==> config.mk <==
export PLATFORM = sky130hd
export DESIGN_NAME = stk_top
export DESIGN_NICKNAME = d
export VERILOG_FILES = /design/src/common/stk_pkg.sv /design/src/hw/stk_calendar.sv /design/src/hw/stk_fifo.sv /design/src/hw/stk_top.sv
export VERILOG_INCLUDE_DIRS = /design/src /design/src/common
export SDC_FILE = /design/constraint.sdc
export NUM_CORES = 1
export LEC_CHECK = 0
export BUFFER_PORTS_ARGS = -buffer_cell sky130_fd_sc_hd__buf_2
export CORE_MARGIN = 2
export CORE_UTILIZATION = 71
export CTS_BUF_LIST = sky130_fd_sc_hd__clkbuf_2 sky130_fd_sc_hd__clkbuf_4 sky130_fd_sc_hd__clkbuf_8
export DETAILED_ROUTE_END_ITERATION = 8
export GPL_ROUTABILITY_DRIVEN = 0
export PLACE_DENSITY = 0.9
export SYNTH_ARGS = -nofsm -noshare
export SYNTH_HDL_FRONTEND = slang
export SYNTH_SLANG_ARGS = --single-unit
==> constraint.sdc <==
create_clock -name CLK_SYS -period 9.4 [get_ports CLK_SYS]
set_clock_uncertainty 0.1 [all_clocks]
set_input_delay 1.88 -clock CLK_SYS [delete_from_list [all_inputs] [get_ports CLK_SYS]]
set_output_delay 1.88 -clock CLK_SYS [all_outputs]
set_load 0.1 [all_outputs]
==> src/common/stk_cfg.svh <==
// Constants of the serial timekeeper: register map, command fields, limits and timing
`ifndef STK_CFG_SVH
`define STK_CFG_SVH

`define STK_REG_SEC      3'h0
`define STK_REG_MIN      3'h1
`define STK_REG_HOUR     3'h2
`define STK_REG_DATE     3'h3
`define STK_REG_MONTH    3'h4
`define STK_REG_DAY      3'h5
`define STK_REG_YEAR     3'h6
`define STK_REG_LOCK     3'h7

`define STK_HALT_BIT     7
`define STK_LOCK_BIT     7
`define STK_H12_BIT      7
`define STK_PM_BIT       5

`define STK_BANK_RST     64'h8000010101000080
`define STK_BANK_MASK    64'h80FF071F3FBF7FFF

`define STK_CMD_VALID    7
`define STK_CMD_DIR      0
`define STK_CMD_TEST_F   7:4
`define STK_CMD_TEST     4'h9
`define STK_CMD_BURST_F  6:1
`define STK_CMD_BURST    6'h1F
`define STK_CMD_SINGLE_F 6:4
`define STK_CMD_SINGLE   3'h0
`define STK_CMD_ADDR_F   3:1
`define STK_LAST_BIT     3'h7

`define STK_SEC_MAX      8'h59
`define STK_MIN_MAX      8'h59
`define STK_H24_MAX      8'h23
`define STK_H12_MIN      8'h01
`define STK_H12_MAX      8'h12
`define STK_H12_PRE      5'h11
`define STK_DATE_MIN     8'h01
`define STK_FEB          8'h02
`define STK_FEB_DAYS     8'h28
`define STK_LEAP_DAYS    8'h29
`define STK_SHORT_DAYS   8'h30
`define STK_LONG_DAYS    8'h31
`define STK_MONTH_MAX    8'h12
`define STK_DAY_MAX      8'h07
`define STK_YEAR_MAX     8'h99

`define STK_FIFO_DEPTH   8
`define STK_SINGLE_CLKS  16
`define STK_BURST_CLKS   72
`define STK_CLK_NS       5
`define STK_SEC_NS       1000000000
`define STK_SEC_CYCLES   (`STK_SEC_NS / `STK_CLK_NS)

`endif

==> src/common/stk_pkg.sv <==
// Shared types of the serial timekeeper
`default_nettype none
package stk_pkg;
   typedef enum logic [5:0] {
      ST_IDLE = 6'h01,
      ST_CMD  = 6'h02,
      ST_WR   = 6'h04,
      ST_RD   = 6'h08,
      ST_SKIP = 6'h10,
      ST_TEST = 6'h20
   } stk_state_t;

   typedef struct packed {
      logic       burst;
      logic [2:0] addr;
      logic [7:0] data;
   } stk_wreq_t;

   typedef logic [7:0][7:0] stk_bank_t;
endpackage
`default_nettype wire

==> src/hw/stk_calendar.sv <==
// Next-second value of the BCD clock/calendar bank
`timescale 1ns/1ps
`default_nettype none
`include "stk_cfg.svh"
module stk_calendar (
   input  wire stk_pkg::stk_bank_t cur,
   output var  stk_pkg::stk_bank_t nxt
);
   logic [8:0] s;
   logic [8:0] m;
   logic [8:0] h;
   logic [8:0] d;
   logic [8:0] mo;
   logic [8:0] dy;
   logic [8:0] y;
   logic       h12;
   logic       pm;
   logic       day_wrap;
   logic       leap;
   logic [7:0] dmax;

   // Carry in bit 8, wraps from hi to lo
   function automatic logic [8:0] bcd_inc(input logic [7:0] v, input logic [7:0] lo,
                                          input logic [7:0] hi);
      logic [8:0] r;
      if (v >= hi)
         r = {1'b1, lo};
      else if (v[3:0] >= 4'h9)
         r = {1'b0, v[7:4] + 4'h1, 4'h0};
      else
         r = {1'b0, v[7:4], v[3:0] + 4'h1};
      return r;
   endfunction

   always_comb begin
      nxt  = cur;
      h12  = cur[`STK_REG_HOUR][`STK_H12_BIT];
      pm   = cur[`STK_REG_HOUR][`STK_PM_BIT];
      leap = cur[`STK_REG_YEAR][4] ?
             (cur[`STK_REG_YEAR][3:0] == 4'h2 || cur[`STK_REG_YEAR][3:0] == 4'h6) :
             (cur[`STK_REG_YEAR][3:0] == 4'h0 || cur[`STK_REG_YEAR][3:0] == 4'h4 ||
              cur[`STK_REG_YEAR][3:0] == 4'h8);
      if (cur[`STK_REG_MONTH] == `STK_FEB)
         dmax = leap ? `STK_LEAP_DAYS : `STK_FEB_DAYS;
      else if (cur[`STK_REG_MONTH] == 8'h04 || cur[`STK_REG_MONTH] == 8'h06 ||
               cur[`STK_REG_MONTH] == 8'h09 || cur[`STK_REG_MONTH] == 8'h11)
         dmax = `STK_SHORT_DAYS;
      else
         dmax = `STK_LONG_DAYS;
      s  = bcd_inc({1'b0, cur[`STK_REG_SEC][6:0]}, 8'h00, `STK_SEC_MAX);
      m  = bcd_inc(cur[`STK_REG_MIN], 8'h00, `STK_MIN_MAX);
      if (h12)
         h = bcd_inc({3'h0, cur[`STK_REG_HOUR][4:0]}, `STK_H12_MIN, `STK_H12_MAX);
      else
         h = bcd_inc({2'h0, cur[`STK_REG_HOUR][5:0]}, 8'h00, `STK_H24_MAX);
      day_wrap = h12 ? (cur[`STK_REG_HOUR][4:0] == `STK_H12_PRE && pm) : h[8];
      d  = bcd_inc(cur[`STK_REG_DATE], `STK_DATE_MIN, dmax);
      mo = bcd_inc(cur[`STK_REG_MONTH], `STK_DATE_MIN, `STK_MONTH_MAX);
      y  = bcd_inc(cur[`STK_REG_YEAR], 8'h00, `STK_YEAR_MAX);
      dy = bcd_inc(cur[`STK_REG_DAY], `STK_DATE_MIN, `STK_DAY_MAX);
      nxt[`STK_REG_SEC] = {cur[`STK_REG_SEC][`STK_HALT_BIT], s[6:0]};
      if (s[8]) begin
         nxt[`STK_REG_MIN] = m[7:0];
         if (m[8]) begin
            // PM flips entering twelve o'clock
            if (h12)
               nxt[`STK_REG_HOUR] = {2'h2, pm ^ (cur[`STK_REG_HOUR][4:0] == `STK_H12_PRE),
                                     h[4:0]};
            else
               nxt[`STK_REG_HOUR] = {2'h0, h[5:0]};
            if (day_wrap) begin
               nxt[`STK_REG_DAY]  = dy[7:0];
               nxt[`STK_REG_DATE] = d[7:0];
               if (d[8]) begin
                  nxt[`STK_REG_MONTH] = mo[7:0];
                  if (mo[8])
                     nxt[`STK_REG_YEAR] = y[7:0];
               end
            end
         end
      end
   end
endmodule
`default_nettype wire

==> src/hw/stk_fifo.sv <==
// Flip-flop FIFO with valid/ready on both sides
`timescale 1ns/1ps
`default_nettype none
module stk_fifo #(
   parameter int WIDTH = 12,
   parameter int DEPTH = 8
) (
   input  wire logic             clk,
   input  wire logic             rst_n,
   input  wire logic [WIDTH-1:0] in_data,
   input  wire logic             in_valid,
   output logic                  in_ready,
   output logic [WIDTH-1:0]      out_data,
   output logic                  out_valid,
   input  wire logic             out_ready
);
   localparam int AW = $clog2(DEPTH);

   logic [WIDTH-1:0] mem_q [DEPTH];
   logic [AW-1:0]    wr_q;
   logic [AW-1:0]    rd_q;
   logic [AW:0]      cnt_q;
   logic             push;
   logic             pop;

   assign in_ready  = cnt_q != (AW + 1)'(DEPTH);
   assign out_valid = cnt_q != '0;
   assign out_data  = mem_q[rd_q];
   assign push      = in_valid && in_ready;
   assign pop       = out_valid && out_ready;

   // Depth is a power of two, pointers wrap naturally
   always_ff @(posedge clk or negedge rst_n) begin
      if (!rst_n) begin
         wr_q  <= '0;
         rd_q  <= '0;
         cnt_q <= '0;
      end else begin
         if (push)
            wr_q <= wr_q + 1'b1;
         if (pop)
            rd_q <= rd_q + 1'b1;
         if (push && !pop)
            cnt_q <= cnt_q + 1'b1;
         else if (pop && !push)
            cnt_q <= cnt_q - 1'b1;
      end
   end

   always_ff @(posedge clk) begin
      if (push)
         mem_q[wr_q] <= in_data;
   end
endmodule
`default_nettype wire

==> src/hw/stk_top.sv <==
// Serial timekeeper: pin synchronisers, command engine, write FIFO and register bank
`timescale 1ns/1ps
`default_nettype none
`include "stk_cfg.svh"
module stk_top #(
   parameter int unsigned SEC_CYCLES = `STK_SEC_CYCLES
) (
   input  wire logic CLK_SYS,
   input  wire logic RSTN,
   input  wire logic TRANSFER_ENABLE_N,
   input  wire logic SERIAL_CLK,
   input  wire logic DATA_I,
   output logic      DATA_O,
   output logic      DATA_OE
);
   localparam stk_pkg::stk_bank_t BANK_MASK = `STK_BANK_MASK;
   localparam int                 SEC_W     = $clog2(SEC_CYCLES) + 1;

   logic                  rst_meta_q;
   logic                  rst_n_q;
   logic [2:0]            pin_meta_q;
   logic [2:0]            pin_q;
   logic                  sclk_prev_q;
   logic                  te_s;
   logic                  din_s;
   logic                  rise;
   logic                  fall;

   stk_pkg::stk_state_t   state_q;
   logic [2:0]            bit_q;
   logic [2:0]            addr_q;
   logic                  burst_q;
   logic [7:0]            cmd_q;
   logic [7:0]            cmd_next;
   logic                  cmd_burst;
   logic                  cmd_single;
   logic [7:0]            wsh_q;
   logic [7:0]            rsh_q;
   logic                  rd_bit;
   logic                  first_bit;

   logic                  push_now;
   logic                  wr_push_q;
   stk_pkg::stk_wreq_t    wr_req_q;
   logic                  fifo_in_ready;
   stk_pkg::stk_wreq_t    fifo_out;
   logic                  fifo_out_valid;
   logic                  drain_ready;
   logic                  drain_fire;
   logic [7:0]            wr_masked;
   logic                  locked;

   stk_pkg::stk_bank_t    regs_q;
   stk_pkg::stk_bank_t    cal_next;
   logic [SEC_W-1:0]      sec_cnt_q;
   logic                  tick_q;

   logic                  data_o_q;
   logic                  data_oe_q;
   logic [6:0]            rise_cnt_q;

   // Reset release through two flip-flops
   always_ff @(posedge CLK_SYS or negedge RSTN) begin
      if (!RSTN) begin
         rst_meta_q <= 1'b0;
         rst_n_q    <= 1'b0;
      end else begin
         rst_meta_q <= 1'b1;
         rst_n_q    <= rst_meta_q;
      end
   end

   // Pin synchronisers and serial clock edge history
   always_ff @(posedge CLK_SYS or negedge rst_n_q) begin
      if (!rst_n_q) begin
         pin_meta_q  <= 3'h0;
         pin_q       <= 3'h0;
         sclk_prev_q <= 1'b0;
      end else begin
         pin_meta_q  <= {DATA_I, SERIAL_CLK, TRANSFER_ENABLE_N};
         pin_q       <= pin_meta_q;
         sclk_prev_q <= pin_q[1];
      end
   end

   assign te_s       = pin_q[0];
   assign din_s      = pin_q[2];
   assign rise       = pin_q[1] && !sclk_prev_q;
   assign fall       = !pin_q[1] && sclk_prev_q;
   assign cmd_next   = {din_s, cmd_q[7:1]};
   assign cmd_burst  = cmd_next[`STK_CMD_VALID] && cmd_next[`STK_CMD_BURST_F] == `STK_CMD_BURST;
   assign cmd_single = cmd_next[`STK_CMD_VALID] &&
                       cmd_next[`STK_CMD_SINGLE_F] == `STK_CMD_SINGLE;
   assign rd_bit     = (bit_q == 3'h0) ? regs_q[addr_q][0] : rsh_q[0];
   assign first_bit  = regs_q[addr_q][0];
   assign locked     = regs_q[`STK_REG_LOCK][`STK_LOCK_BIT];

   // Command engine
   always_ff @(posedge CLK_SYS or negedge rst_n_q) begin
      if (!rst_n_q) begin
         state_q <= stk_pkg::ST_IDLE;
         bit_q   <= 3'h0;
         addr_q  <= 3'h0;
         burst_q <= 1'b0;
         cmd_q   <= 8'h00;
         wsh_q   <= 8'h00;
         rsh_q   <= 8'h00;
      end else if (!te_s) begin
         state_q <= stk_pkg::ST_IDLE;
         bit_q   <= 3'h0;
      end else begin
         unique case (state_q)
            stk_pkg::ST_IDLE: begin
               state_q <= stk_pkg::ST_CMD;
               cmd_q   <= 8'h00;
            end
            stk_pkg::ST_CMD: begin
               if (rise) begin
                  cmd_q <= cmd_next;
                  bit_q <= bit_q + 3'h1;
                  if (bit_q == `STK_LAST_BIT) begin
                     if (!cmd_next[`STK_CMD_VALID]) begin
                        state_q <= stk_pkg::ST_SKIP;
                     end else if (cmd_next[`STK_CMD_TEST_F] == `STK_CMD_TEST &&
                                  cmd_next[`STK_CMD_DIR]) begin
                        // Test pattern parks the engine until the frame ends
                        state_q <= stk_pkg::ST_TEST;
                     end else if (cmd_burst) begin
                        burst_q <= 1'b1;
                        addr_q  <= `STK_REG_SEC;
                        state_q <= cmd_next[`STK_CMD_DIR] ? stk_pkg::ST_RD : stk_pkg::ST_WR;
                     end else if (cmd_single) begin
                        burst_q <= 1'b0;
                        addr_q  <= cmd_next[`STK_CMD_ADDR_F];
                        state_q <= cmd_next[`STK_CMD_DIR] ? stk_pkg::ST_RD : stk_pkg::ST_WR;
                     end else begin
                        state_q <= stk_pkg::ST_SKIP;
                     end
                  end
               end
            end
            stk_pkg::ST_WR: begin
               if (rise) begin
                  wsh_q <= {din_s, wsh_q[7:1]};
                  bit_q <= bit_q + 3'h1;
                  if (bit_q == `STK_LAST_BIT) begin
                     if (burst_q && addr_q != `STK_REG_LOCK)
                        addr_q <= addr_q + 3'h1;
                     else
                        state_q <= stk_pkg::ST_SKIP;
                  end
               end
            end
            stk_pkg::ST_RD: begin
               if (fall) begin
                  // Byte latched at its first bit so a tick cannot tear it
                  rsh_q <= (bit_q == 3'h0) ? {1'b0, regs_q[addr_q][7:1]} : {1'b0, rsh_q[7:1]};
                  bit_q <= bit_q + 3'h1;
                  if (bit_q == `STK_LAST_BIT && burst_q)
                     addr_q <= addr_q + 3'h1;
               end
            end
            stk_pkg::ST_SKIP, stk_pkg::ST_TEST: begin
            end
         endcase
      end
   end

   // Completed write byte waits here until the FIFO takes it
   assign push_now = te_s && state_q == stk_pkg::ST_WR && rise && bit_q == `STK_LAST_BIT;

   always_ff @(posedge CLK_SYS or negedge rst_n_q) begin
      if (!rst_n_q) begin
         wr_push_q <= 1'b0;
         wr_req_q  <= '0;
      end else if (push_now) begin
         wr_push_q      <= 1'b1;
         wr_req_q.burst <= burst_q;
         wr_req_q.addr  <= addr_q;
         wr_req_q.data  <= {din_s, wsh_q[7:1]};
      end else if (fifo_in_ready) begin
         wr_push_q <= 1'b0;
      end
   end

   stk_fifo #(
      .WIDTH ($bits(stk_pkg::stk_wreq_t)),
      .DEPTH (`STK_FIFO_DEPTH)
   ) u_fifo (
      .clk       (CLK_SYS),
      .rst_n     (rst_n_q),
      .in_data   (wr_req_q),
      .in_valid  (wr_push_q),
      .in_ready  (fifo_in_ready),
      .out_data  (fifo_out),
      .out_valid (fifo_out_valid),
      .out_ready (drain_ready)
   );

   // Calendar update owns the bank in its cycle, writes stall behind it
   assign drain_ready = !tick_q;
   assign drain_fire  = fifo_out_valid && drain_ready;
   assign wr_masked   = fifo_out.data & BANK_MASK[fifo_out.addr];

   stk_calendar u_cal (
      .cur (regs_q),
      .nxt (cal_next)
   );

   // One-second divider, held clear while halted
   always_ff @(posedge CLK_SYS or negedge rst_n_q) begin
      if (!rst_n_q) begin
         sec_cnt_q <= '0;
         tick_q    <= 1'b0;
      end else if (regs_q[`STK_REG_SEC][`STK_HALT_BIT]) begin
         sec_cnt_q <= '0;
         tick_q    <= 1'b0;
      end else if (sec_cnt_q == SEC_W'(SEC_CYCLES - 1)) begin
         sec_cnt_q <= '0;
         tick_q    <= 1'b1;
      end else begin
         sec_cnt_q <= sec_cnt_q + 1'b1;
         tick_q    <= 1'b0;
      end
   end

   // Register bank
   always_ff @(posedge CLK_SYS or negedge rst_n_q) begin
      if (!rst_n_q) begin
         regs_q <= `STK_BANK_RST;
      end else if (tick_q) begin
         regs_q <= cal_next;
      end else if (drain_fire) begin
         if (fifo_out.addr == `STK_REG_LOCK) begin
            if (!fifo_out.burst)
               regs_q[`STK_REG_LOCK] <= wr_masked;
         end else if (!locked) begin
            regs_q[fifo_out.addr] <= wr_masked;
         end
      end
   end

   // Data pin drive
   always_ff @(posedge CLK_SYS or negedge rst_n_q) begin
      if (!rst_n_q) begin
         data_o_q  <= 1'b0;
         data_oe_q <= 1'b0;
      end else if (!te_s) begin
         data_oe_q <= 1'b0;
      end else if (state_q == stk_pkg::ST_RD && fall) begin
         data_o_q  <= rd_bit;
         data_oe_q <= 1'b1;
      end
   end

   assign DATA_O  = data_o_q;
   assign DATA_OE = data_oe_q;

   // Rising edges seen in the current frame
   always_ff @(posedge CLK_SYS or negedge rst_n_q) begin
      if (!rst_n_q)
         rise_cnt_q <= 7'h00;
      else if (!te_s)
         rise_cnt_q <= 7'h00;
      else if (rise && rise_cnt_q != 7'h7F)
         rise_cnt_q <= rise_cnt_q + 7'h01;
   end
endmodule
`default_nettype wire

* Word-level counts from Yosys, hierarchy flattened *
Memory sizes are Yosys's and may differ from the RTL's.
Index checks and enable logic that the tools add are counted.
W data, S select, Z words.

storage, ports and cells
  register bits = 165
  RAM bits = 96
  ROM bits = 64
  word-level logic and storage cells = 295
  memories kept = 2

cells by class
  add/subtract/negate cells = 22
  order comparisons = 18
  equal/unequal tests = 57
  mux-type cells = 87
  bitwise logic cells = 6
  reduce and logical (&&, ||, !) cells = 63

memories
  memory            words  bits a word  read ports  clocked after memory_dff  wr ports  RTL line        text
  u_fifo.mem_q      8      12           1           0                         1         stk_fifo.sv:19  logic [WIDTH-1:0] mem_q [DEPTH];
  (name not given)  8      8            1           0                         0         stk_top.sv:203  assign wr_masked = fifo_out.data & BANK_MASK[fifo_out.addr];

operator list
  operator                 count
  $mux W56                 3
  $mux W8                  21
  $bwmux W64               1
  $mux W64                 1
  $mux W9                  7
  $mux W29                 2
  $add A4 B1 Y4 const B    13
  $mux W48                 1
  $mux W6                  8
  $mux W3                  14
  $mux W40                 1
  $mux W32                 1
  $add A29 B1 Y29 const B  1
  $eq A29 B28 Y1 const B   1
  $ge A4 B4 Y1 const B     7
  $reduce_and A7 Y1        4
  $bmux W8 S3              1
  $demux W8 S3             1
  $ne A3 B3 Y1 const B     8
  $ne A2 B2 Y1 const B     11
  $ne A3 B1 Y1 const B     6
  $pmux W6 S3              1
  $reduce_and A3 Y1        6
  $reduce_and A6 Y1        3
  59 further kinds         130

* Logic depth before layout (Yosys ltp) *
  depth after elaboration = 13
  mapped depth = 15
  mapped depth without buffers = 14

* By module *
Synthesis repeated with hierarchy kept, for this count alone.

second synthesis, totals
  cell total of the unflattened synthesis = 1235
  area, all modules = 13903.3 um^2

by module, submodules not included
  module        instances  cells an instance  area each (um^2)  sequential area each (um^2)
  stk_top       1          727                7438.4            3811.2
  stk_fifo      1          201                4330.4            3133.0
  stk_calendar  1          307                2134.5            0.0

* Least setup slack after synthesis *
OpenSTA, ideal clock, no wires.

  path type = reg2reg
  start = register regs_q[32] (netlist name)
  end = register regs_q[48] (netlist name)
  arrival = 3.153 ns
  path slack = 6.022 ns
  stages on the path, launching flop included = 15
  clock period less this slack = 3.378 ns
  path through = dfstp_2 > inv_1 > ha_1 > nor2_1 > a21oi_1 > a21oi_1 > o21ai_0 > o31ai_1 > ha_1 > or4b_2 > a21oi_1 > o211ai_1 > nand4_4 > or2_2 > mux2_2

between the ends
  word-level cells in the longest chain between the ends = 10
  elaborated cells between the ends (all ways) = 17
  those cells by class = order compare: 2; eq/ne: 7; mux: 4; reduce/logical: 4

ends and longest elaborated chain
  what                                    RTL line            text
  start, declared                         stk_top.sv:53       stk_pkg::stk_bank_t regs_q;
  start signal, assigned                  stk_top.sv:230      regs_q <= `STK_BANK_RST;
  start signal, assigned                  stk_top.sv:232      regs_q <= cal_next;
  start signal, assigned by index         stk_top.sv:236      regs_q[`STK_REG_LOCK] <= wr_masked;
  $eq A8 B3 Y1                            stk_calendar.sv:45  else if (cur[`STK_REG_MONTH] == 8'h04 || cur[`STK_REG_MONTH] == 8'h06 ||
  $logic_or A1 B1 Y1 (3 in a row)         stk_calendar.sv:45
  $mux W1                                 stk_calendar.sv:45
  $mux W8                                 stk_calendar.sv:43  if (cur[`STK_REG_MONTH] == `STK_FEB)
  $ge A8 B8 Y1                            stk_calendar.sv:26  if (v >= hi)
  $mux W9                                 stk_calendar.sv:26
  $ne A2 B1 Y1 (no source line)           --
  $reduce_and A8 Y1 (no source line) (*)  --

Every way passes the cells marked *; elsewhere a longest branch is shown, timed or not.
A chain may end at the register's enable or synchronous reset.

* Worst setup path in the final report *
  start = register regs_q[48] (netlist name)
  end = register regs_q[48] (netlist name)

between the ends
  word-level cells in the longest chain between the ends = 10
  elaborated cells between the ends (all ways) = 30
  those cells by class = add/sub: 1; order compare: 3; eq/ne: 5; mux: 16; reduce/logical: 5

ends and longest elaborated chain
  what                                              RTL line            text
  $eq A4 B3 Y1 or $logic_not A4 Y1 (tied branches)  stk_calendar.sv:41  (cur[`STK_REG_YEAR][3:0] == 4'h0 || cur[`STK_REG_YEAR][3:0] == 4'h4 ||
  $logic_or A1 B1 Y1 (2 in a row)                   stk_calendar.sv:41
  $mux W1                                           stk_calendar.sv:39  leap = cur[`STK_REG_YEAR][4] ?
  $mux W1 (no source line)                          --
  $mux W8                                           stk_calendar.sv:43
  $ge A8 B8 Y1                                      stk_calendar.sv:26
  $mux W9                                           stk_calendar.sv:26
  $ne A2 B1 Y1 (no source line)                     --
  $reduce_and A8 Y1 (no source line)                --

Parallel ways exist; a longest one is shown, timed or not. The select of a mux whose other input is x is not followed.

==> metrics.log <==
INFO  metric fin_crit_sh = 0.409
INFO  metric pin_count_of_the_biggest_net_entering_global_routing = 71
INFO  metric timing.rr.start = regs_q[48]
INFO  metric regToRegEndpoint = regs_q[48]
INFO  metric post_synthesis_cell_area = 12900 um^2
INFO  metric fill_cells = 1018
INFO  metric multi_input_area = 5600 um^2
INFO  metric post-route-min-period = 3840 ps
INFO  metric maxCapViolCount = 0
INFO  metric cts_tree = built
INFO  metric global_route_usage_over_all_layers = 0.309
INFO  metric report.final.hold_viol_count = 0
INFO  metric synth_top_cells_by_count = sky130_fd_sc_hd__dfrtp_1 (156), sky130_fd_sc_hd__edfxtp_1 (96), sky130_fd_sc_hd__nand2_1 (91)
INFO  metric reg2reg_depth = 13
INFO  metric worstPathBufferInverterCount = 1
INFO  metric dp.final_hpwl = 19700 um
INFO  metric crit_cells = 13
INFO  metric setup.reg_to_reg.worst_slack = 5560 ps
INFO  metric cts_hold_repair.buffers = 0
INFO  metric worst_setup_path_start_kind = flip-flop
INFO  metric unrepaired_setup_endpoints_after_global_routing = false
INFO  metric post_synth_num_cell_types = 77
INFO  metric critPathRequiredTime = 9750 ps
INFO  metric critical_path_arrival = 4190 ps
INFO  metric drt_first_pass_iters = 6
INFO  metric largest_buffer_count_on_any_clock_path = 3
INFO  metric setup-violations-final = 0
INFO  metric timing.critical_path.fanout_max = 16
INFO  metric syn-mean-instance-area = 12.0 um^2
INFO  metric cp-startpoint = regs_q[48]
INFO  metric place_worst_setup_slack = 5680 ps
INFO  metric die_wd = 139 um
INFO  metric route.final.wire_length = 29400 um
INFO  metric clk_latency = 560 ps
INFO  metric power.static_leakage = 5.56 nW
INFO  metric syn_inst = 1078
INFO  metric finalNetCount = 1169
INFO  metric layoutNonFillerInstCount = 1369
INFO  metric grt_first_pass_wirelength = 46800 um
INFO  metric fmax = 260 MHz
INFO  metric cts.htree.levels = 2
INFO  metric clock_root_buffer_master = sky130_fd_sc_hd__clkbuf_8
INFO  metric avgViaCountPerCell = 6.62
INFO  metric ys_seq_elements = 258
INFO  metric netlist.area_leader.share = 0.303
INFO  metric post-synth-top-count-cell = sky130_fd_sc_hd__dfrtp_1
INFO  metric effective_utilization_at_floorplan = 0.720
INFO  metric synth_nets = 1140
INFO  metric timing.critical_path.max_delay_family = compound AO/OA/AOI/OAI gates
INFO  metric worst_slew_margin_rel = 0.179
INFO  metric antennaDiodeCount = 0
INFO  metric numCtsBuffers = 41
INFO  metric remaining_drc_errors = 0
INFO  metric worstSetupEndpoint = regs_q[48]
INFO  metric post-cts-setup-buffers = 0
INFO  metric post_synthesis_to_final_layout_area_growth = 9.09%
INFO  metric hold-worst-slack = 168 ps
INFO  metric ys_warn_count = 0
INFO  metric seqCellArea = 6950 um^2
INFO  metric number_of_synthesized_flops_with_an_enable_pin = 96
INFO  metric slowest_delay = 600 ps
INFO  metric io_pins = 7
INFO  metric cts_num_sinks = 258
INFO  metric drive_gt1_frac = 0.181
INFO  metric timing.setup.critical_path_class = reg2reg
INFO  metric ys_dominant_reg_cell = sky130_fd_sc_hd__dfrtp_1
INFO  metric grt-ovfl-total = 0
INFO  metric placed_cells = 1293
INFO  metric synth.yosys.seq_area_share = 0.539
INFO  metric timing.final.max_slew_violations = 0
INFO  metric yosys.area.top_type = sky130_fd_sc_hd__dfrtp_1
INFO  metric routedWlPerCell = 21.5 um
INFO  metric setup.worst_path.end_class = flip-flop
INFO  metric row_count = 49
INFO  metric netlist_top_cells_area = sky130_fd_sc_hd__dfrtp_1 (30%), sky130_fd_sc_hd__edfxtp_1 (22%), sky130_fd_sc_hd__mux4_2 (7.0%)
INFO  metric power_density = 157 nW/um^2
INFO  metric ys_async_sr_fraction = 0.628
INFO  metric detailroute.via_count = 9063
INFO  metric crit_path_cell_trace = inv_1 > ha_1 > o21ai_0 > o21ai_0 > a31oi_1 > o31ai_1 > ha_1 > or4b_2 > a21oi_1 > o211ai_1 > nand4_4 > or2_2 > mux2_2
INFO  metric clk_transition_reported_paths = 60 ps
INFO  metric fp.coreArea = 17900 um^2
INFO  metric io_buffers = 6
INFO  metric overall_die_area = 19300 um^2
INFO  metric worst_path_max_delay_cell = sky130_fd_sc_hd__or4b_2
INFO  metric timing.final.ws_setup = 5560 ps
INFO  metric die_h = 139 um
INFO  metric worst_pin_slew = 1220 ps
INFO  metric hp-class = reg2async
INFO  metric dr.first_iter.drc_count = 986
INFO  metric status = complete, no violations
INFO  metric layout.core_utilization = 0.786
INFO  metric post_cts.resized_instances = 0
INFO  metric grt_antenna_before_repair = 0
INFO  metric setup-tns-final = 0 ps
INFO  metric grt_pass1_vias = 8941
INFO  metric vdd_drop_max = 0.000202 V
INFO  metric antenna_left = 0
[sequential cells by signal (all words and copies together) (netlist names), 4 cells and up]
register	cells
wsh_q	7
state_q	6
wr_req_q	12
cmd_q	7
regs_q	63
u_fifo.cnt_q	4
u_fifo.mem_q	96
sec_cnt_q	29
rsh_q	7
[area by class of cell]
| class | count | share of cell area |
|---|---|---|
| Inverter | 53 | 0.0141 |
| Tap cell | 229 | 0.0204 |
| Timing Repair Buffer | 21 | 0.0101 |
| Clock inverter | 9 | 0.00472 |
| Multi-Input combinational cell | 732 | 0.398 |
| Clock buffer | 67 | 0.0585 |
| Sequential cell | 258 | 0.494 |
[per-stage QoR]
stage | total power [mW] | cell area [um^2]
2_1_floorplan | 1.22 | 12900
3_3_place_gp | 1.23 | 13200
3_5_place_dp | 1.23 | 13200
4_1_cts | 2.23 | 14100
5_1_grt | 2.28 | 14100
6_report | 2.21 | 14100
[worst min-delay path by stage]
stage | startpoint | endpoint | slack, ps
finish | rst_n_q | wsh_q[4] | 170
global route | rst_n_q | wr_req_q[6] | 210
CTS | rst_n_q | wr_req_q[3] | 180
detailed placement | rst_n_q | state_q[2] | 170
global placement | rst_n_q | state_q[5] | 160
floorplan | pin_meta_q[0] | pin_q[0] | 230
[per-layer routing]
| layer | vias up | wire, um | GRT usage |
|---|---|---|---|
| met2 | 474 | 14300 | 0.507 |
| met3 | 123 | 2160 | 0.0559 |
| li1 | 4041 | - | - |
| met1 | 4425 | 11600 | 0.412 |
| met5 | - | 0 | 0 |
| met4 | 0 | 1330 | 0.138 |
[placed cells by master (no fill, tap or decap), types with 18 or more instances in the layout]
cell type | synthesis | layout
sky130_fd_sc_hd__a21oi_1 | 34 | 34
sky130_fd_sc_hd__clkbuf_8 | 0 | 51
sky130_fd_sc_hd__dfrtp_1 | 156 | 155
sky130_fd_sc_hd__edfxtp_1 | 96 | 96
sky130_fd_sc_hd__ha_1 | 56 | 56
sky130_fd_sc_hd__inv_1 | 53 | 53
sky130_fd_sc_hd__mux2_2 | 42 | 42
sky130_fd_sc_hd__mux4_2 | 40 | 40
sky130_fd_sc_hd__nand2_1 | 91 | 91
sky130_fd_sc_hd__nand3_1 | 35 | 35
sky130_fd_sc_hd__nor2_1 | 88 | 88
sky130_fd_sc_hd__nor3_1 | 20 | 18
sky130_fd_sc_hd__o21ai_0 | 73 | 73
[where the power goes]
group          internal [mW]  switching [mW]
logic                0.00843          0.0250
registers               1.17         0.00709
clock network          0.560           0.446
[logic make-up after synthesis]
logic type	after synthesis	synth area share
other	1	0.000291
xor gates and xnor gates	33	0.0224
muxes	103	0.125
AOI/OAI and AO/OA	198	0.0978
buffers and inverters	88	0.0281
DFF	258	0.539
and+or+nand+nor	340	0.132
adders and majority gates	57	0.0559
(Power assumes the default switching activity.)
